===== config.mk =====
export PLATFORM = sky130hd
export DESIGN_NAME = stl_ctrl
export DESIGN_NICKNAME = d
export VERILOG_FILES = /design/src/hw/stl_pkg.sv /design/src/hw/stl_ctrl.sv /design/src/hw/stl_timer.sv
export SDC_FILE = /design/constraint.sdc
export NUM_CORES = 1
export LEC_CHECK = 0
export BUFFER_PORTS_ARGS = -buffer_cell sky130_fd_sc_hd__buf_4
export CORE_ASPECT_RATIO = 0.6
export CORE_UTILIZATION = 30
export DETAILED_ROUTE_END_ITERATION = 16
export GPL_TIMING_DRIVEN = 0
export PLACE_DENSITY_LB_ADDON = 0.3
export SLEW_MARGIN = 40
export SYNTH_ARGS = -nofsm -noshare
export SYNTH_HDL_FRONTEND = slang
export SYNTH_SLANG_ARGS = --single-unit

===== constraint.sdc =====
create_clock -name clk -period 8.3 [get_ports clk]
set_input_delay 0.83 -clock clk [delete_from_list [all_inputs] [get_ports clk]]
set_output_delay 0.83 -clock clk [all_outputs]
set_load 0.01 [all_outputs]

===== src/hw/stl_pkg.sv =====
/*
  shared constants and carrier types for the tag-buffer cache controller.
  assumes a 40 mhz system clock and an external asynchronous tag buffer
  whose pins are driven from flip-flops of the controller.
*/
`default_nettype none
package stl_pkg;

  // clock rate and tag buffer timing
  localparam int CLK_MHZ = 40;
  localparam int LOOKUP_NS = 45;  // address to match settle time
  localparam int STROBE_NS = 30;  // least width of commit, write, flush strobes
  localparam int LOOKUP_CYC = (LOOKUP_NS * CLK_MHZ + 999) / 1000;
  localparam int STROBE_CYC = (STROBE_NS * CLK_MHZ + 999) / 1000;
  localparam int TMR_W = 4;

  // processor address fields
  localparam int ADDR_W = 32;
  localparam int DATA_W = 32;
  localparam int WORD_LSB = 2;
  localparam int WORD_W = 2;
  localparam int INDEX_LSB = 4;
  localparam int INDEX_W = 8;
  localparam int TAG_LSB = 12;
  localparam int TAG_W = 20;
  localparam int WAY_W = 2;
  localparam int DBUF_AW = INDEX_W + WORD_W;
  localparam logic [WORD_W-1:0] BEAT_LAST = 2'h3;

  // maintenance operations
  localparam logic OP_FLUSH = 1'b0;
  localparam logic OP_INVAL = 1'b1;

  typedef enum logic [3:0] {
    ST_IDLE, ST_LOOK, ST_HIT_COMMIT, ST_RD_DATA, ST_WR_WORD, ST_WR_MEM,
    ST_REP, ST_FETCH, ST_TAG_WR, ST_FLUSH, ST_INV_LOOK, ST_INV_COMMIT
  } stl_state_t;

  // pins driven into the tag buffer
  typedef struct packed {
    logic [INDEX_W-1:0] index;
    logic [TAG_W-1:0] tag_bits;
    logic hit_repl_sel;       // high: lookup, low: replacement way
    logic commit_n;
    logic write_n;
    logic flush_n;
    logic inval_n;
    logic pick_explicit;      // high: invalidate the way on way_pick_bits
    logic [WAY_W-1:0] way_pick_bits;
  } stl_tag_pins_t;

  // pins read back from the tag buffer
  typedef struct packed {
    logic match_n;
    logic [WAY_W-1:0] way_select_out;
  } stl_tag_resp_t;

  typedef struct packed {
    logic we;
    logic cacheable;
    logic [ADDR_W-1:0] addr;
    logic [DATA_W-1:0] wdata;
  } stl_cpu_req_t;

  typedef struct packed {
    logic op;
    logic explicit;
    logic [WAY_W-1:0] way;
    logic [ADDR_W-1:0] addr;
  } stl_maint_t;

  typedef struct packed {
    logic req;
    logic we;
    logic [ADDR_W-1:0] addr;
    logic [DATA_W-1:0] wdata;
  } stl_mem_req_t;

  typedef struct packed {
    logic we;
    logic [WAY_W-1:0] way;
    logic [DBUF_AW-1:0] addr;
    logic [DATA_W-1:0] wdata;
  } stl_dbuf_t;

  localparam stl_tag_pins_t PINS_IDLE = '{index: '0, tag_bits: '0, hit_repl_sel: 1'b1,
    commit_n: 1'b1, write_n: 1'b1, flush_n: 1'b1, inval_n: 1'b1, pick_explicit: 1'b0,
    way_pick_bits: '0};

endpackage
`default_nettype wire


===== src/hw/stl_ctrl.sv =====
/*
  cache controller that drives an asynchronous set-associative tag buffer,
  a data buffer and main memory on behalf of a local processor.
  assumes inputs are synchronous to clk, memory returns one word per
  mem_ack pulse, and the data buffer reads combinationally.
*/
// Operation
// - drive select low on miss for replacement
// - write hit writes data buffer chosen way
// - ignore uncached cycles, no contention
// - hold acknowledge until missed word present
// - write missing tag at allocated way
// - write miss fetches whole line first
// - write-through: memory written with cache
`default_nettype none
module stl_ctrl (
  // clock and reset
  input wire logic clk,
  input wire logic sys_rst,
  // processor side
  input wire logic cpu_req,
  input wire stl_pkg::stl_cpu_req_t cpu_in,
  output logic cpu_ack,
  output logic [stl_pkg::DATA_W-1:0] cpu_rdata,
  // maintenance requests
  input wire logic maint_req,
  input wire stl_pkg::stl_maint_t maint_in,
  output logic maint_done,
  // tag buffer pins
  output stl_pkg::stl_tag_pins_t tag_pins,
  input wire stl_pkg::stl_tag_resp_t tag_resp,
  // data buffer
  output stl_pkg::stl_dbuf_t dbuf,
  input wire logic [stl_pkg::DATA_W-1:0] dbuf_rdata,
  // main memory
  output stl_pkg::stl_mem_req_t mem,
  input wire logic mem_ack,
  input wire logic [stl_pkg::DATA_W-1:0] mem_rdata
);

  typedef struct packed {
    stl_pkg::stl_state_t st;
    stl_pkg::stl_tag_pins_t pins;
    stl_pkg::stl_cpu_req_t req;
    logic [stl_pkg::WAY_W-1:0] way;
    logic [stl_pkg::WORD_W-1:0] beat;
    logic [stl_pkg::DATA_W-1:0] rdata;
    logic ack;
    logic done;
    stl_pkg::stl_mem_req_t mem;
    stl_pkg::stl_dbuf_t dbuf;
  } stl_ctrl_state_t;

  stl_ctrl_state_t s_reg;
  stl_ctrl_state_t s_next;
  logic tmr_load;
  logic [stl_pkg::TMR_W-1:0] tmr_len;
  logic tmr_expired;
  logic [stl_pkg::INDEX_W-1:0] req_index;
  logic [stl_pkg::WORD_W-1:0] req_word;
  logic settle;

  localparam logic [stl_pkg::TMR_W-1:0] LOOK_LEN = stl_pkg::TMR_W'(stl_pkg::LOOKUP_CYC);
  localparam logic [stl_pkg::TMR_W-1:0] STB_LEN = stl_pkg::TMR_W'(stl_pkg::STROBE_CYC);

  assign req_index = s_reg.req.addr[stl_pkg::INDEX_LSB +: stl_pkg::INDEX_W];
  assign req_word = s_reg.req.addr[stl_pkg::WORD_LSB +: stl_pkg::WORD_W];
  // requesters drop on the edge that sees the answer, so skip that one cycle
  assign settle = s_reg.ack || s_reg.done;

  stl_timer u_timer (
    .clk(clk),
    .sys_rst(sys_rst),
    .load(tmr_load),
    .len(tmr_len),
    .expired(tmr_expired)
  );

  // sequencer; the tag buffer has no clock, so every strobe is held by the timer
  always_comb
  begin
    s_next = s_reg;
    s_next.ack = 1'b0;
    s_next.done = 1'b0;
    s_next.dbuf.we = 1'b0;
    tmr_load = 1'b0;
    tmr_len = LOOK_LEN;
    case (s_reg.st)
      stl_pkg::ST_IDLE:
      begin
        if (maint_req && !settle)
        begin
          s_next.req.addr = maint_in.addr;
          s_next.pins.index = maint_in.addr[stl_pkg::INDEX_LSB +: stl_pkg::INDEX_W];
          s_next.pins.tag_bits = maint_in.addr[stl_pkg::TAG_LSB +: stl_pkg::TAG_W];
          s_next.pins.way_pick_bits = maint_in.way;
          s_next.pins.pick_explicit = maint_in.explicit;
          tmr_load = 1'b1;
          if (maint_in.op == stl_pkg::OP_FLUSH)
          begin
            s_next.pins.flush_n = 1'b0;
            tmr_len = STB_LEN;
            s_next.st = stl_pkg::ST_FLUSH;
          end
          else if (maint_in.explicit)
          begin
            s_next.pins.inval_n = 1'b0;
            s_next.pins.commit_n = 1'b0;
            tmr_len = STB_LEN;
            s_next.st = stl_pkg::ST_INV_COMMIT;
          end
          else
          begin
            s_next.pins.inval_n = 1'b0;
            s_next.st = stl_pkg::ST_INV_LOOK;
          end
        end
        else if (cpu_req && cpu_in.cacheable && !settle) // uncached cycles never leave idle
        begin
          s_next.req = cpu_in;
          s_next.pins.index = cpu_in.addr[stl_pkg::INDEX_LSB +: stl_pkg::INDEX_W];
          s_next.pins.tag_bits = cpu_in.addr[stl_pkg::TAG_LSB +: stl_pkg::TAG_W];
          s_next.pins.hit_repl_sel = 1'b1;
          tmr_load = 1'b1;
          s_next.st = stl_pkg::ST_LOOK;
        end
      end
      stl_pkg::ST_LOOK:
      begin
        if (tmr_expired)
        begin
          tmr_load = 1'b1;
          if (!tag_resp.match_n)
          begin
            // update-mode access: commit so the way turns youngest
            s_next.way = tag_resp.way_select_out;
            s_next.dbuf.way = tag_resp.way_select_out;
            s_next.dbuf.addr = {req_index, req_word};
            s_next.pins.commit_n = 1'b0;
            tmr_len = STB_LEN;
            s_next.st = stl_pkg::ST_HIT_COMMIT;
          end
          else
          begin
            s_next.pins.hit_repl_sel = 1'b0; // ask for the replacement way
            s_next.st = stl_pkg::ST_REP;
          end
        end
      end
      stl_pkg::ST_HIT_COMMIT:
      begin
        if (tmr_expired)
        begin
          s_next.pins.commit_n = 1'b1;
          s_next.st = s_reg.req.we ? stl_pkg::ST_WR_WORD : stl_pkg::ST_RD_DATA;
          if (s_reg.req.we)
          begin
            s_next.dbuf.we = 1'b1; // way from the tag buffer picks the element
            s_next.dbuf.wdata = s_reg.req.wdata;
            s_next.mem = '{req: 1'b1, we: 1'b1, addr: s_reg.req.addr, wdata: s_reg.req.wdata};
          end
        end
      end
      stl_pkg::ST_RD_DATA:
      begin
        s_next.rdata = dbuf_rdata;
        s_next.ack = 1'b1;
        s_next.st = stl_pkg::ST_IDLE;
      end
      stl_pkg::ST_WR_WORD:
      begin
        s_next.st = stl_pkg::ST_WR_MEM;
        if (mem_ack)
        begin
          s_next.mem.req = 1'b0;
          s_next.ack = 1'b1;
          s_next.st = stl_pkg::ST_IDLE;
        end
      end
      stl_pkg::ST_WR_MEM:
      begin
        // processor waits for the memory copy, keeping both copies equal
        if (mem_ack)
        begin
          s_next.mem.req = 1'b0;
          s_next.ack = 1'b1;
          s_next.st = stl_pkg::ST_IDLE;
        end
      end
      stl_pkg::ST_REP:
      begin
        if (tmr_expired)
        begin
          s_next.way = tag_resp.way_select_out;
          s_next.dbuf.way = tag_resp.way_select_out;
          s_next.beat = '0;
          s_next.mem = '{req: 1'b1, we: 1'b0, addr: {s_reg.req.addr[stl_pkg::ADDR_W-1:stl_pkg::INDEX_LSB],
            stl_pkg::WORD_W'(0), 2'h0}, wdata: '0};
          s_next.st = stl_pkg::ST_FETCH;
        end
      end
      stl_pkg::ST_FETCH:
      begin
        // whole line is fetched, also on a write miss
        if (mem_ack)
        begin
          s_next.dbuf.we = 1'b1;
          s_next.dbuf.addr = {req_index, s_reg.beat};
          s_next.dbuf.wdata = mem_rdata;
          if (s_reg.beat == req_word)
          begin
            s_next.rdata = mem_rdata;
          end
          if (s_reg.beat == stl_pkg::BEAT_LAST)
          begin
            s_next.mem.req = 1'b0;
            s_next.pins.write_n = 1'b0; // tag goes into the replacement way
            s_next.pins.commit_n = 1'b0;
            tmr_load = 1'b1;
            tmr_len = STB_LEN;
            s_next.st = stl_pkg::ST_TAG_WR;
          end
          else
          begin
            s_next.beat = s_reg.beat + 1'b1;
            s_next.mem.addr[stl_pkg::WORD_LSB +: stl_pkg::WORD_W] = s_reg.beat + 1'b1;
          end
        end
      end
      stl_pkg::ST_TAG_WR:
      begin
        if (tmr_expired)
        begin
          s_next.pins.write_n = 1'b1;
          s_next.pins.commit_n = 1'b1;
          s_next.pins.hit_repl_sel = 1'b1;
          if (s_reg.req.we)
          begin
            s_next.dbuf.we = 1'b1;
            s_next.dbuf.addr = {req_index, req_word};
            s_next.dbuf.wdata = s_reg.req.wdata;
            s_next.mem = '{req: 1'b1, we: 1'b1, addr: s_reg.req.addr, wdata: s_reg.req.wdata};
            s_next.st = stl_pkg::ST_WR_WORD;
          end
          else
          begin
            s_next.ack = 1'b1; // line and word are in place only now
            s_next.st = stl_pkg::ST_IDLE;
          end
        end
      end
      stl_pkg::ST_FLUSH:
      begin
        if (tmr_expired)
        begin
          s_next.pins.flush_n = 1'b1;
          s_next.done = 1'b1;
          s_next.st = stl_pkg::ST_IDLE;
        end
      end
      stl_pkg::ST_INV_LOOK:
      begin
        // implicit invalidation commits only on a match
        if (tmr_expired)
        begin
          if (!tag_resp.match_n)
          begin
            s_next.pins.commit_n = 1'b0;
            tmr_load = 1'b1;
            tmr_len = STB_LEN;
            s_next.st = stl_pkg::ST_INV_COMMIT;
          end
          else
          begin
            s_next.pins.inval_n = 1'b1;
            s_next.done = 1'b1;
            s_next.st = stl_pkg::ST_IDLE;
          end
        end
      end
      stl_pkg::ST_INV_COMMIT:
      begin
        if (tmr_expired)
        begin
          s_next.pins.commit_n = 1'b1;
          s_next.pins.inval_n = 1'b1;
          s_next.pins.pick_explicit = 1'b0;
          s_next.done = 1'b1;
          s_next.st = stl_pkg::ST_IDLE;
        end
      end
      default:
      begin
        s_next.st = stl_pkg::ST_IDLE;
      end
    endcase
  end

  always_ff @(posedge clk or posedge sys_rst)
  begin
    if (sys_rst)
    begin
      s_reg <= '{st: stl_pkg::ST_IDLE, pins: stl_pkg::PINS_IDLE, default: '0};
    end
    else
    begin
      s_reg <= s_next;
    end
  end

  assign tag_pins = s_reg.pins;
  assign cpu_ack = s_reg.ack;
  assign cpu_rdata = s_reg.rdata;
  assign maint_done = s_reg.done;
  assign mem = s_reg.mem;
  assign dbuf = s_reg.dbuf;
endmodule
`default_nettype wire


===== src/hw/stl_timer.sv =====
/*
  small down-counter used to hold strobes and wait for tag settle.
  assumes load is a one-cycle pulse and len is at least one.
*/
`default_nettype none
module stl_timer (
  // clock and reset
  input wire logic clk,
  input wire logic sys_rst,
  // control
  input wire logic load,
  input wire logic [stl_pkg::TMR_W-1:0] len,
  // status
  output logic expired
);

  typedef struct packed {
    logic [stl_pkg::TMR_W-1:0] cnt;
  } stl_tmr_state_t;

  stl_tmr_state_t s_reg;
  stl_tmr_state_t s_next;

  // reload wins over counting so back-to-back waits never merge
  always_comb
  begin
    s_next = s_reg;
    if (load)
    begin
      s_next.cnt = len;
    end
    else if (s_reg.cnt != '0)
    begin
      s_next.cnt = s_reg.cnt - 1'b1;
    end
  end

  always_ff @(posedge clk or posedge sys_rst)
  begin
    if (sys_rst)
    begin
      s_reg <= '0;
    end
    else
    begin
      s_reg <= s_next;
    end
  end

  assign expired = (s_reg.cnt == '0);

endmodule
`default_nettype wire


# [After elaboration in Yosys (flattened, before gate mapping)]
# Cells that the tools add are included.
# W data, S select, Z words.
[word_totals] reg_bits=256 latchBits=0 memories=0 rom_bits=0 wordCells=209 output_inout_bits=181 mem_bits_rw=0
[classes] muxes=91 n_mul=0 n_reduce_logical=46 eq_ne=42 shifts=0 magnitude_cmp=0 n_bitwise=1 n_addsub=2 n_div=0
[ops] op="$mux W32" n=5
[ops] op="$mux W67" n=2
[ops] op="$mux W42" n=3
[ops] op="$pmux W32 S3" n=1
[ops] op="$pmux W34 S2" n=1
[ops] op="$mux W66" n=1
[ops] op="$mux W64" n=1
[ops] op="$pmux W32 S2" n=1
[ops] op="$pmux W29 S2" n=1
[ops] op="$mux W4" n=12
[ops] op="$ne A2 B2 Y1 const B" n=23
[ops] op="$pmux W4 S10" n=1
[ops] op="$mux W34" n=1
[ops] op="$mux W33" n=1
[ops] op="$pmux W10 S3" n=1
[ops] op="$reduce_and A6 Y1" n=5
[ops] op="$mux W1" n=28
[ops] op="$mux W12" n=2
[ops] op="$reduce_and A10 Y1" n=2
[ops] op="$reduce_and A4 Y1" n=5
[ops] op="$mux W2" n=9
[ops] op="$reduce_bool A2 Y1" n=9
[ops] op="$eq A4 B3 Y1 const B" n=4
[ops] op="$eq A4 B4 Y1 const B" n=4
[ops] op="other kinds (28)" n=59

# [Depth between registers and ports, before layout]
# Gate-level depths: netlist (run 1).
[depth] word_depth=7 depth_mapped=9 depth_no_buf=7

# [Hierarchy]
# A second synthesis (run 1) with hierarchy kept.
[unflattened] cells_unflattened=1172 area_unflattened_um2=12549.5
[modules_own_cells] mod="stl_ctrl" instances=1 cells_each=1148 area_per_inst_um2=12314.3
[modules_own_cells] mod="stl_timer" instances=1 cells_each=24 area_per_inst_um2=235.2

# [Least setup slack after synthesis (run 1)]
# OpenSTA, ideal clock, no wires.
[synth_timing] path_kind="in2reg" startpoint="input port tag_resp[2] in the netlist's numbering" endpoint="register s_reg[252] in the netlist's numbering" path_stages=6 required_ns=8.234 slack_ns=6.191 arrival_ns=2.043 setup_time_ns=0.066 cell_sequence="clkbuf_1 -> or4bb_1 -> a21oi_1 -> o21ba_2 -> nor3b_2 -> a221o_1"
[synth_via] elab_chain_len=3
[synth_rtl] element="from (decl)" line="stl_ctrl.sv:31" source="input wire stl_pkg::stl_tag_resp_t tag_resp,"
[synth_rtl] element="$mux W4" line="stl_ctrl.sv:266" source="if (!tag_resp.match_n)"
[synth_rtl] element="$mux W4" line="stl_ctrl.sv:264" source="if (tmr_expired)"
[synth_rtl] element="$pmux W4 S10" line="stl_ctrl.sv:88" source="case (s_reg.st)"
[synth_rtl] element="to (signal assigned)" line="stl_ctrl.sv:307" source="s_reg <= s_next;"
[synth_rtl] element="to (decl)" line="stl_ctrl.sv:54" source="stl_ctrl_state_t s_reg;"
# Every way passes these cells. The select of a mux whose other input is x is not followed.
# A chain may end at the register's enable or synchronous reset.

# [Worst setup path after layout (run 1)]
[layout_timing] startpoint="register s_reg[251] in the netlist's numbering" endpoint="register s_reg, in the netlist cpu_rdata[29]"
[layout_via] elab_chain_len=3 word_cells_on_any_way=7 classes_between="eq/ne (4); mux (1); reduce/logical (2)"
[layout_rtl] element="$eq A4 B3 Y1 / $eq A4 B2 Y1 (equally long branches)" line="stl_ctrl.sv:88"
[layout_rtl] element="$ne A2 B2 Y1 (no line) / $reduce_bool A2 Y1 (equally long branches)"
[layout_rtl] element="$reduce_and A3 Y1 (no line)"
# Several ways; a longest one is shown, not always the timed one.

==> summary.md, run 1 <==
| Metric | Value |
|---|---|
| Status | `finished, final reports clean` |
| Largest register FFs | `66` |
| Fmax | `~0.4 GHz` |
| Total number of vias | `10071` |
| Finished Cell Area | `around 17000 sq um` |
| Antenna violations before repair | `2` |
| Gate Count Post-Synth | `1226` |
| Clock Latency Late Sink | `between 0.5 and 0.6 ns` |
| DR vias/cell | `4.60` |
| Slew Limit Headroom | `47.8%` |
| IO Pins | `355` |
| Leading area contributor after synthesis | `dfrtp_1` |
| Final period utilization | `a little under a third` |
| Fin. Hold Viols | `0` |
| Power Total | `6.27 mW` |
| Top_reg_cell synth | `dfrtp_1` |
| DRC viols | `0` |
| Worst min path class | `in -> async` |
| Port Buffers | `352` |
| Critical path's top delay family | `buffers and inverters` |
| RSZ-0062 raised after global routing | `no` |
| Crit-path slowest cell | `nand3_1` |
| Syn_nets | `1402` |
| CTS buffer count | `26` |
| Gr usage total | `18.8%` |
| Critical Path RT | `8.71 ns` |
| Nets | `1785` |
| First DRT Iteration DRCs | `614` |
| Post-synth top area share | `around half` |
| Fin crit period | `2.50 ns` |
| Final worst slack | `5.80 ns` |
| Post-Syn Area | `12500 sq um` |
| # H-tree levels | `1` |
| Routability cong. | `0.876` |
| Die height | `160 microns` |
| CP peak stage delay | `0.44 ns` |
| Most common cell after layout, fill and taps aside | `buf_4` |
| Max-Cap Viols | `0` |
| CTS tree | `built` |
| Root Driver | `clkbuf_16` |
| Synthesized flop and latch total | `256` |
| Critical path class | `reg -> reg` |
| CTS sink cnt | `256` |
| Area Overhead vs Synth | `34.7%` |
| First-pass GRT wire length | `61400 microns` |
| Placed cell area | `15900 sq um` |
| Sequential area share after synthesis | `51.4%` |
| Startpoint Class | `register` |
| Synth area leaders | `dfrtp_1 50%, buf_4 11%, nand2_1 5.3%, a21oi_1 4.6%, mux2_2 3.8%` |
| Starting Density | `30.7%` |
| Setup TNS | `0 ns` |
| Post-CTS setup buffer count | `0` |
| Maximum buffer depth of the clock tree | `3` |
| Buf+Inv Stages, Crit Path | `4` |
| CP cell instances | `buf_6 -> clkbuf_1 -> nand3_1 -> buf_2 -> clkbuf_1 -> a21oi_1 -> a21oi_1` |
| Max Transition Viols Final | `0` |
| Core area | `40700 sq um` |
| # setup viols final | `0` |
| Hold_ws | `0.342 ns` |
| Avg WL per Cell | `18.4 microns` |
| Clock Skews | `0.00744 ns` |
| CTS clk-pin slew, worst paths | `approximately 0.07 ns` |
| Die width | `265 microns` |
| Row cnt | `57` |
| Vias in the first global route | `roughly 10000` |
| YS warnings | `0` |
| Die area | `42500 sq um` |
| Post-synth EDFFs | `0` |
| Maximum vdd drop | `0.116 mV` |
| Post-DP HPWL | `30700 microns` |
| Pin count of the biggest net entering global routing | `77` |
| Crit. End Element | `register` |
| Post_cts resized | `0` |
| Layout cell share with drive strength beyond 1 | `43.5%` |
| First-pass iteration count of the detailed router | `5` |
| Post-route ant nets | `0` |
| Mean post-synth cell area | `10.2 sq um` |
| Worst-Margin Slew | `0.783 ns` |
| WL final | `roughly 40000 microns` |
| Power Density | `373 nW/um^2` |
| Crit path max fanout | `10` |
| Synth unique cells | `62` |
| Grt ovf | `0` |
| Placement Setup Slack | `around 5.6 ns` |
| Most frequent cells in the layout | `543 x buf_4, 251 x dfrtp_1, 176 x nand2_1, 115 x a21oi_1, 56 x o21a_1` |
| P_leak | `8.22 nW` |
| Asr flop ratio synth | `100%` |
| CTS Hold Bufs | `0` |
| Worst Path Arrival | `2.91 ns` |
synth_stat cells (2+ instances only):
cell type / number
dfrtp_1: 251
buf_4: 191
nand2_1: 176
a21oi_1: 115
o21a_1: 56
nor2_1: 48
o21ai_1: 45
mux2_2: 42
a22o_1: 36
and2_1: 33
o21ai_0: 33
nand3_1: 27
buf_2: 26
clkbuf_1: 22
buf_6: 14
mux2_4: 10
nand3_2: 10
inv_1: 8
nand2b_1: 6
dfstp_2: 5
nor2b_1: 5
a21o_1: 4
a22oi_1: 4
mux2i_1: 4
nor3_1: 4
o31ai_1: 4
a31oi_1: 3
nor3b_2: 3
xnor2_1: 3
a21boi_0: 2
ha_1: 2
nand4b_1: 2
nor3b_1: 2
o22a_1: 2
routing by layer:
metal  track usage, %  wire (microns)
met4             3.31             701
met3             3.33            2020
met5                0              12
met1             26.4           18600
met2             30.7           19000
per-stage QoR:
step           utilization, %  cells
3_5_place_dp             39.1   2141
5_1_grt                  41.3   2187
3_3_place_gp             38.9   2138
2_1_floorplan               -   1226
4_1_cts                  41.3   2186
6_report                 41.3   2187
where the power goes:
group          total [mW]  switching (mW)  internal (mW)
clock network        1.25           0.509          0.736
registers            2.13           0.342           1.79
logic                2.89            1.33           1.56
cells by family after synthesis:
family                     count (synthesis)  share of synthesized area [%]
adders and majority gates                  2                          0.200
DFF                                      256                           51.4
AOI/OAI and AO/OA                        314                           15.5
and+or+nand+nor                          331                           12.6
muxes                                     56                           5.31
xor gates and xnor gates                   4                          0.281
buffers and inverters                    263                           14.8
path summary, 6_finish.rpt:
path                                 endpoint  cells after the start  slack [ns]         from
worst max-delay path            cpu_rdata[29]                      7        5.80   s_reg[251]
worst min-delay path                   mem[6]                      2        0.34      sys_rst
worst max register to register  cpu_rdata[29]                      7        5.80   s_reg[251]
worst min register to register    tag_pins[3]                      2        0.47  tag_pins[3]
max in group asynchronous         tag_pins[5]                      3        7.15      sys_rst
min in group clk                  tag_pins[3]                      2        0.47  tag_pins[3]
cell type report:
type,instances,area (sq um)
multi-input cells,707,4250
well taps,560,701
clock buffers,37,773
flip-flops and latches,256,6410
diodes,1,2.50
inverters,8,37.5
repair buffers,355,2730
clock inverters,8,115
plain buffers,255,1810
fillers,4034,23900
worst reg2reg max path: stages, from the launching register on:
cell	delay, ns
dfrtp_1	0.34
buf_6	0.13
clkbuf_1	0.42
nand3_1	0.45
buf_2	0.35
clkbuf_1	0.35
a21oi_1	0.24
a21oi_1	0.09
Power figures use the tool's default switching activity.
==> run 2: changes to the inputs <==
clock period = 2.15 ns   (was 8.3 ns; I/O delays follow)
==> run 2 against run 1 <==
Register-to-register slack worse by 5.7 ns. Largest cell class unchanged. Design area is 7.5% higher. Global-route usage is 0.28 points higher. First-iteration DRC count is 21% higher. Combinational power grew to 4.0 times the previous value. Via count is 5.2% higher. Clock-buffer cell count is 4 higher. Critical path depth is 1 lower. Sequential power grew to 3.9 times the previous value. Die area stayed put. Wire length is 2.6% higher. Non-clock buffer count is 102 higher.
==> summary.md, run 2 (synthesis gave the netlist of run 1 again) <==
| Metric | Value |
|---|---|
| CTS tree | `built` |
| First DRT Iteration DRCs | `745 (+21%)` |
| WL final | `41300 microns (+2.6%)` |
| Worst min path class | `in -> reg` |
| Worst Reg-to-Reg Cells | `6 (-1)` |
| P_sw | `8.59 mW (+290%)` |
| FF-to-FF setup slack | `0.07 ns (-5.72 ns)` |
| Post-DP HPWL | `30800 microns (+0.19%)` |
| Hold_ws | `0.0212 ns (-0.321 ns)` |
| Beginning of the critical path | `maint_done` |
| Finished Cell Area | `18100 sq um (+7.5%)` |
| Root Driver | `clkbuf_16` |
| Crit. End Element | `register` |
| First-pass iteration count of the detailed router | `5 (unchanged)` |
| CTS buffer count | `26 (unchanged)` |
| Largest register FFs | `66 (unchanged)` |
| Worst-Margin Slew | `0.725 ns (-0.0583 ns)` |
| CP cell instances | `nor2_1 -> and4b_2 -> and2_1 -> buf_4 -> buf_6 -> mux2_2` |
| Power Total | `24.6 mW (+290%)` |
| Maximum vdd drop | `0.464 mV (+300%)` |
| Max Transition Viols Final | `0 (unchanged)` |
| Layout Cells excl Fill | `2296 (+5.0%)` |
| Clock Latency Late Sink | `0.55 ns (about the same)` |
| Total number of vias | `10593 (+5.2%)` |
| Routability cong. | `0.885 (+1.0%)` |
| Hold Crit Endpoint | `cpu_rdata[29]` |
| Die area | `42500 sq um (unchanged)` |
| IO Pins | `355 (unchanged)` |
| Gr usage total | `19.1% (+0.28 points)` |
| Port Buffers | `352 (unchanged)` |
| Final worst slack | `0.0734 ns (-5.72 ns)` |
| DRC viols | `0 (unchanged)` |
| Placed cell area | `16200 sq um (+1.4%)` |
| Layout cell share with drive strength beyond 1 | `43.2% (-0.31 points)` |
| Critical path class | `reg -> reg` |
| Nets | `1887 (+5.7%)` |
| Fin util | `44.4% (+3.1 points)` |
| Clock Skews | `0.0163 ns (+0.00884 ns)` |
| CTS sink cnt | `256 (unchanged)` |
| Worst Hold Path Cells | `3` |
| Worst Path Arrival | `2.49 ns (-0.42 ns)` |
| Die width | `265 microns (unchanged)` |
| Grt ovf | `0 (unchanged)` |
| Most frequent cells in the layout | `556 x buf_4, 251 x dfrtp_1, 176 x nand2_1, 115 x a21oi_1, 81 x dlygate4sd3_1` |
| Final period utilization | `96.6% (+66 points)` |
| DR vias/cell | `4.61 (+0.19%)` |
| Avg WL per Cell | `18.0 microns (-2.3%)` |
| RR Startpoint | `maint_done` |
| Placement Setup Slack | `-0.510 ns (-6.09 ns)` |
| Core area | `40700 sq um (unchanged)` |
| Fin. Hold Viols | `0 (unchanged)` |
| Vias in the first global route | `10734 (+6.2%)` |
| Crit-path slowest cell | `dfrtp_1` |
| # setup viols final | `0 (unchanged)` |
| Fin crit period | `2.08 ns (-0.427 ns)` |
| Post-route ant nets | `0 (unchanged)` |
| Worst hold start | `dbuf_rdata[29]` |
| # H-tree levels | `1 (unchanged)` |
| Comb power frac | `47.4% (+1.3 points)` |
| Capturing point of the worst reg2reg path | `s_reg[150]` |
| Sequential Power Share | `33.5% (-0.5 points)` |
| Crit path max fanout | `10 (unchanged)` |
| Maximum buffer depth of the clock tree | `3 (unchanged)` |
| Status | `finished, final reports clean` |
| Slew Limit Headroom | `51.7% (+3.9 points)` |
| Area Overhead vs Synth | `44.8%` |
| Setup TNS | `0 ns (unchanged)` |
| Row cnt | `57 (unchanged)` |
| DP Cell Count | `2150 (+0.42%)` |
| Clk pwr share | `19.2% (-0.7 points)` |
| Max-Cap Viols | `0 (unchanged)` |
| CTS clk-pin slew, worst paths | `0.06 ns (about the same)` |
| Most common cell after layout, fill and taps aside | `buf_4` |
| Startpoint Class | `register` |
| Critical Path RT | `2.57 ns (-6.14 ns)` |
| Fmax | `0.482 GHz (+21%)` |
| Switching share of total power | `34.9% (+0.057 points)` |
| Pin count of the biggest net entering global routing | `26 (-66%)` |
| P_leak | `8.76 nW (+6.6%)` |
| Starting Density | `30.7% (unchanged)` |
| Die height | `160 microns (unchanged)` |
| First-pass GRT wire length | `62800 microns (+2.4%)` |
| Power Density | `1360 nW/um^2 (+270%)` |
| Antenna violations before repair | `6 (+4)` |
| CP peak stage delay | `0.44 ns (about the same)` |
| Cell Int Power | `16.0 mW (+290%)` |
run 2: how the worst max path moves through the flow:
| stage | end | slack (ns) |
|---|---|---|
| 2_1_floorplan | cpu_ack | -1.43 |
| 3_3_place_gp | mem[2] | -3.16 |
| 3_5_place_dp | cpu_rdata[3] | -0.51 |
| 4_1_cts | cpu_rdata[13] | 0.007 |
| 5_1_grt | dbuf[28] | -0.02 |
| 6_report | s_reg[150] | 0.07 |
run 2: layout make-up:
type                    count  area (sq um)
fillers                  3897         22600
clock inverters             6          55.1
inverters                   8          33.8
multi-input cells         707          4310
flip-flops and latches    256          6410
well taps                 560           701
plain buffers             254          1830
diodes                      6          15.0
clock buffers              41           828
repair buffers            458          3900
run 2: power by group through the flow:
| stage | clock network (mW) | logic [mW] | registers (mW) |
|---|---|---|---|
| after floorplan | 0 | 7.30 | 7.87 |
| after global placement | 0 | 11.0 | 8.24 |
| after detailed placement | 0 | 11.3 | 8.30 |
| after CTS | 4.86 | 11.5 | 8.24 |
| after global routing | 5.05 | 12.6 | 8.52 |
| final | 4.72 | 11.7 | 8.24 |
run 2: metal layers:
| metal | track usage [%] | routed length, microns | part of all wire (%) | up-vias |
|---|---|---|---|---|
| met4 | 5.44 | 1130 | 2.7 | 0 |
| met5 | 0 | 0 | 0 | - |
| met3 | 3.05 | 1890 | 4.6 | 61 |
| li1 | - | - | - | 4978 |
| met1 | 27.0 | 19200 | 46 | 5227 |
| met2 | 30.3 | 19100 | 46 | 327 |
run 2: worst max-delay path, delay by kind of cell (launching register included):
family                 cells  cell delay [ns]
and+or+nand+nor            3             0.76
DFF                        1             0.44
muxes                      1             0.36
buffers and inverters      2             0.38
run 2: what timing repair did:
item                                    4_1_cts  5_1_grt
pin swaps                                     1        3
hold endpoints to repair                     96        1
setup buffers                                 4        9
resized for setup                            13       18
hold buffers                                 80        1
endpoints found under the setup margin      170      167
==> run 3: changes to the inputs <==
ABC_AREA = 1   (was default)
CTS_BUF_LIST = sky130_fd_sc_hd__clkbuf_16   (was default)
==> run 3 against run 2 <==
Worst hold slack worse by 0.0013 ns. Register-to-register slack improved by 0.05 ns. Setup slack improved by 0.046 ns. Die area grew 1.1%. Global-route usage rose by 1.6 points. Sequential power is essentially flat. Non-clock buffer count increased by 56. Design area up 3.8%. Sequential share of layout area is 1.3 points lower. Critical path depth increased by 5. Clock skew increased by 0.0011 ns. Largest power group unchanged.
==> summary.md, run 3 <==
| Metric | Value |
|---|---|
| Antenna violations before repair | `1 (-5)` |
| Starting Density | `30.8% (+0.17 points)` |
| Post-synth EDFFs | `0 (unchanged)` |
| Pin count of the biggest net entering global routing | `27 (+3.8%)` |
| Buf+Inv Stages, Crit Path | `5 (+3)` |
| Die area | `42900 sq um (+1.1%)` |
| Max-Cap Viols | `0 (unchanged)` |
| Startpoint Class | `register` |
| Synth unique cells | `37 (-40%)` |
| Largest register FFs | `66 (unchanged)` |
| CTS clk-pin slew, worst paths | `0.06 ns (about the same)` |
| Most common library cells after synthesis | `632 x nand2_1, 251 x dfrtp_1, 187 x buf_4` |
| Root Driver | `clkbuf_16` |
| Sequential Power Share | `33.5% (about the same)` |
| Leading area contributor after synthesis | `dfrtp_1` |
| Vias in the first global route | `12025 (+12%)` |
| Placed cell area | `16300 sq um (+0.67%)` |
| P_leak | `10.0 nW (+14%)` |
| Post-synthesis compound-gate area fraction | `7.30% (-8.2 points)` |
| Max Transition Viols Final | `0 (unchanged)` |
| Count leader, synth | `nand2_1` |
| Asr flop ratio synth | `100% (unchanged)` |
| DP Cell Count | `2474 (+15%)` |
| Gate Count Post-Synth | `1548 (+26%)` |
| Most common cell after layout, fill and taps aside | `nand2_1` |
| RSZ-0062 raised after global routing | `no` |
| Multi-input logic area | `4240 sq um (-1.6%)` |
| Hold_ws | `0.0199 ns (-0.00132 ns)` |
| Comb power frac | `46.8% (-0.6 points)` |
| Gr usage total | `20.7% (+1.6 points)` |
| Total number of vias | `12066 (+14%)` |
| YS warnings | `0 (unchanged)` |
| DR vias/cell | `4.50 (-2.4%)` |
| Fmax | `0.492 GHz (+2.3%)` |
| Clock Skews | `0.0174 ns (+0.00108 ns)` |
| CTS buffer count | `28 (+7.7%)` |
| FF-to-FF setup slack | `0.12 ns (+0.05 ns)` |
| Final period utilization | `94.5% (-2.1 points)` |
| Crit. End Element | `register` |
| Mean post-synth cell area | `8.15 sq um (-20%)` |
| Fin. Hold Viols | `0 (unchanged)` |
| Critical path class | `reg -> reg` |
| # setup viols final | `0 (unchanged)` |
| Die width | `267 microns (+0.54%)` |
| Area Overhead vs Synth | `48.7%` |
| Layout Cells excl Fill | `2680 (+17%)` |
| First-pass iteration count of the detailed router | `6 (+1)` |
| Row cnt | `57 (unchanged)` |
| CTS sink cnt | `256 (unchanged)` |
| Finished Cell Area | `18800 sq um (+3.8%)` |
| P_sw | `9.18 mW (+6.9%)` |
| Syn_nets | `1724 (+23%)` |
| Synth area leaders | `dfrtp_1 50%, nand2_1 19%, buf_4 11%, nand3_1 3.4%, o21ai_0 2.5%` |
| Post-synthesis adder-cell area fraction | `0.198% (-0.0022 points)` |
| Routing usage on met1 | `28.5% (+1.5 points)` |
| Routability cong. | `0.888 (+0.38%)` |
| # H-tree levels | `1 (unchanged)` |
| Fillers | `3990 (+2.4%)` |
| Post-Syn Area | `12600 sq um (+1.1%)` |
| Synthesized flop and latch total | `256 (unchanged)` |
| Core area | `40900 sq um (+0.53%)` |
| Post-synthesis simple-gate area fraction | `25.7% (+13 points)` |
| Avg WL per Cell | `16.9 microns (-6.4%)` |
| Post-route ant nets | `0 (unchanged)` |
| Worst Path Arrival | `2.50 ns (about the same)` |
| IO Pins | `355 (unchanged)` |
| Worst-Margin Slew | `0.721 ns (-0.00393 ns)` |
| GR Layer Usage met2 | `32.7% (+2.4 points)` |
| Clock Latency Late Sink | `0.56 ns (about the same)` |
| M3 GR Usage | `3.60% (+0.55 points)` |
| Status | `finished, final reports clean` |
| Nets | `2274 (+21%)` |
| Post-synth top area share | `49.8% (-0.54 points)` |
| Die height | `161 microns (+0.54%)` |
| Crit-path slowest cell | `dfrtp_1` |
| WL final | `45200 microns (+9.2%)` |
| Most frequent cells in the layout | `630 x nand2_1, 548 x buf_4, 250 x dfrtp_1, 145 x dlygate4sd3_1, 85 x nand3_1` |
| Switching share of total power | `37.5% (+2.6 points)` |
| Sequential cell area | `6410 sq um (about the same)` |
| Grt ovf | `0 (unchanged)` |
| Xor/xnor share of the synthesized area | `0.208% (-0.072 points)` |
| CP peak stage delay | `0.36 ns (-0.08 ns)` |
| Mux contribution to synthesized area | `0% (-5.3 points)` |
| Critical path's top delay family | `buffers and inverters` |
| Largest family of logic cells by synthesized area | `simple AND/OR/NAND/NOR gates` |
| Fin crit period | `2.03 ns (-0.0458 ns)` |
| Crit path max fanout | `10 (unchanged)` |
| Slew Limit Headroom | `51.9% (+0.26 points)` |
| Post-DP HPWL | `33500 microns (+8.9%)` |
| Critical Path RT | `2.62 ns (+0.05 ns)` |
| Layer with the highest usage | `met2` |
| Clk pwr share | `19.7% (+0.5 points)` |
| Cell Int Power | `15.3 mW (-4.5%)` |
| Power Density | `1300 nW/um^2 (-4.2%)` |
| CTS tree | `built` |
| Worst min path class | `in -> reg` |
| Maximum vdd drop | `0.598 mV (+29%)` |
| Maximum buffer depth of the clock tree | `3 (unchanged)` |
| Sequential area share after synthesis | `50.8% (-0.55 points)` |
| Port Buffers | `354 (+0.57%)` |
| CP cell instances | `buf_2 -> nor2_4 -> nand2_2 -> inv_2 -> nand2_1 -> nor2_4 -> buf_4 -> buf_8 -> buf_4 -> nand2_1 -> o21ai_0` |
| Layout cell share with drive strength beyond 1 | `33.6% (-9.6 points)` |
| First-pass GRT wire length | `68600 microns (+9.2%)` |
| DRC viols | `0 (unchanged)` |
| Top_reg_cell synth | `dfrtp_1` |
| First DRT Iteration DRCs | `974 (+31%)` |
[run 3: metal layers]
metal	vias to the layer above	routed length, microns	share of wire (%)
li1	5800	-	-
met1	5784	20500	45
met2	396	20500	45
met3	86	2500	5.5
met4	0	1600	3.5
met5	-	0	0
[run 3: cell type report]
cell class	count	share of cell area, %
clock buffers	29	3.87
clock inverters	22	0.940
repair buffers	521	23.9
multi-input cells	970	22.6
flip-flops and latches	256	34.2
well taps	560	3.73
diodes	1	0.0133
plain buffers	247	9.32
inverters	74	1.51
[run 3: stage by stage]
step                utilization (%)  setup slack (ns)  TNS [ns]  power (mW)
global route                   45.9           0.00293         0        26.2
global placement               39.0             -3.17   -800.81        19.1
finish                         45.9             0.119         0        24.5
floorplan                         -             -1.43   -362.29        14.7
detailed placement             39.7            -0.206     -5.25        19.4
CTS                            45.6           0.00892         0        24.6
[run 3: final timing paths]
check	start	endpoint	cells past startpoint
worst max-delay path	s_reg[251]	s_reg[173]	11
worst min register to register	tag_pins[7]	tag_pins[7]	2
worst max register to register	s_reg[251]	s_reg[173]	11
max in group asynchronous	sys_rst	dbuf[1]	8
min in group asynchronous	sys_rst	dbuf[42]	3
worst min-delay path	maint_in[0]	s_reg[181]	5
[run 3: logic make-up after synthesis]
kind of cell	count (synthesis)
DFF	256
adders and majority gates	2
xor gates and xnor gates	3
and+or+nand+nor	808
AOI/OAI and AO/OA	157
buffers and inverters	322
[run 3: tightest hold or removal path, delay by kind of cell]
family | cells | cell delay [ns]
AND/OR/NAND/NOR | 2 | 0.09
buffers and inverters | 1 | 0.08
AO/OA/AOI/OAI | 2 | 0.13
[run 3: power by group through the flow]
stage,combinational (mW),sequential [mW],clock (mW)
2_1_floorplan,6.85,7.88,0
3_3_place_gp,10.9,8.19,0
3_5_place_dp,11.1,8.25,0
4_1_cts,11.4,8.20,4.97
5_1_grt,12.6,8.46,5.15
6_report,11.5,8.21,4.82
[run 3: what timing repair did]
action	4_1_cts	5_1_grt
resized for setup	5	29
hold buffers	145	0
endpoints found under the hold margin	225	0
cloned	0	0
pin swaps	1	3
buffers inserted	3	7
endpoints found under the setup margin	74	136
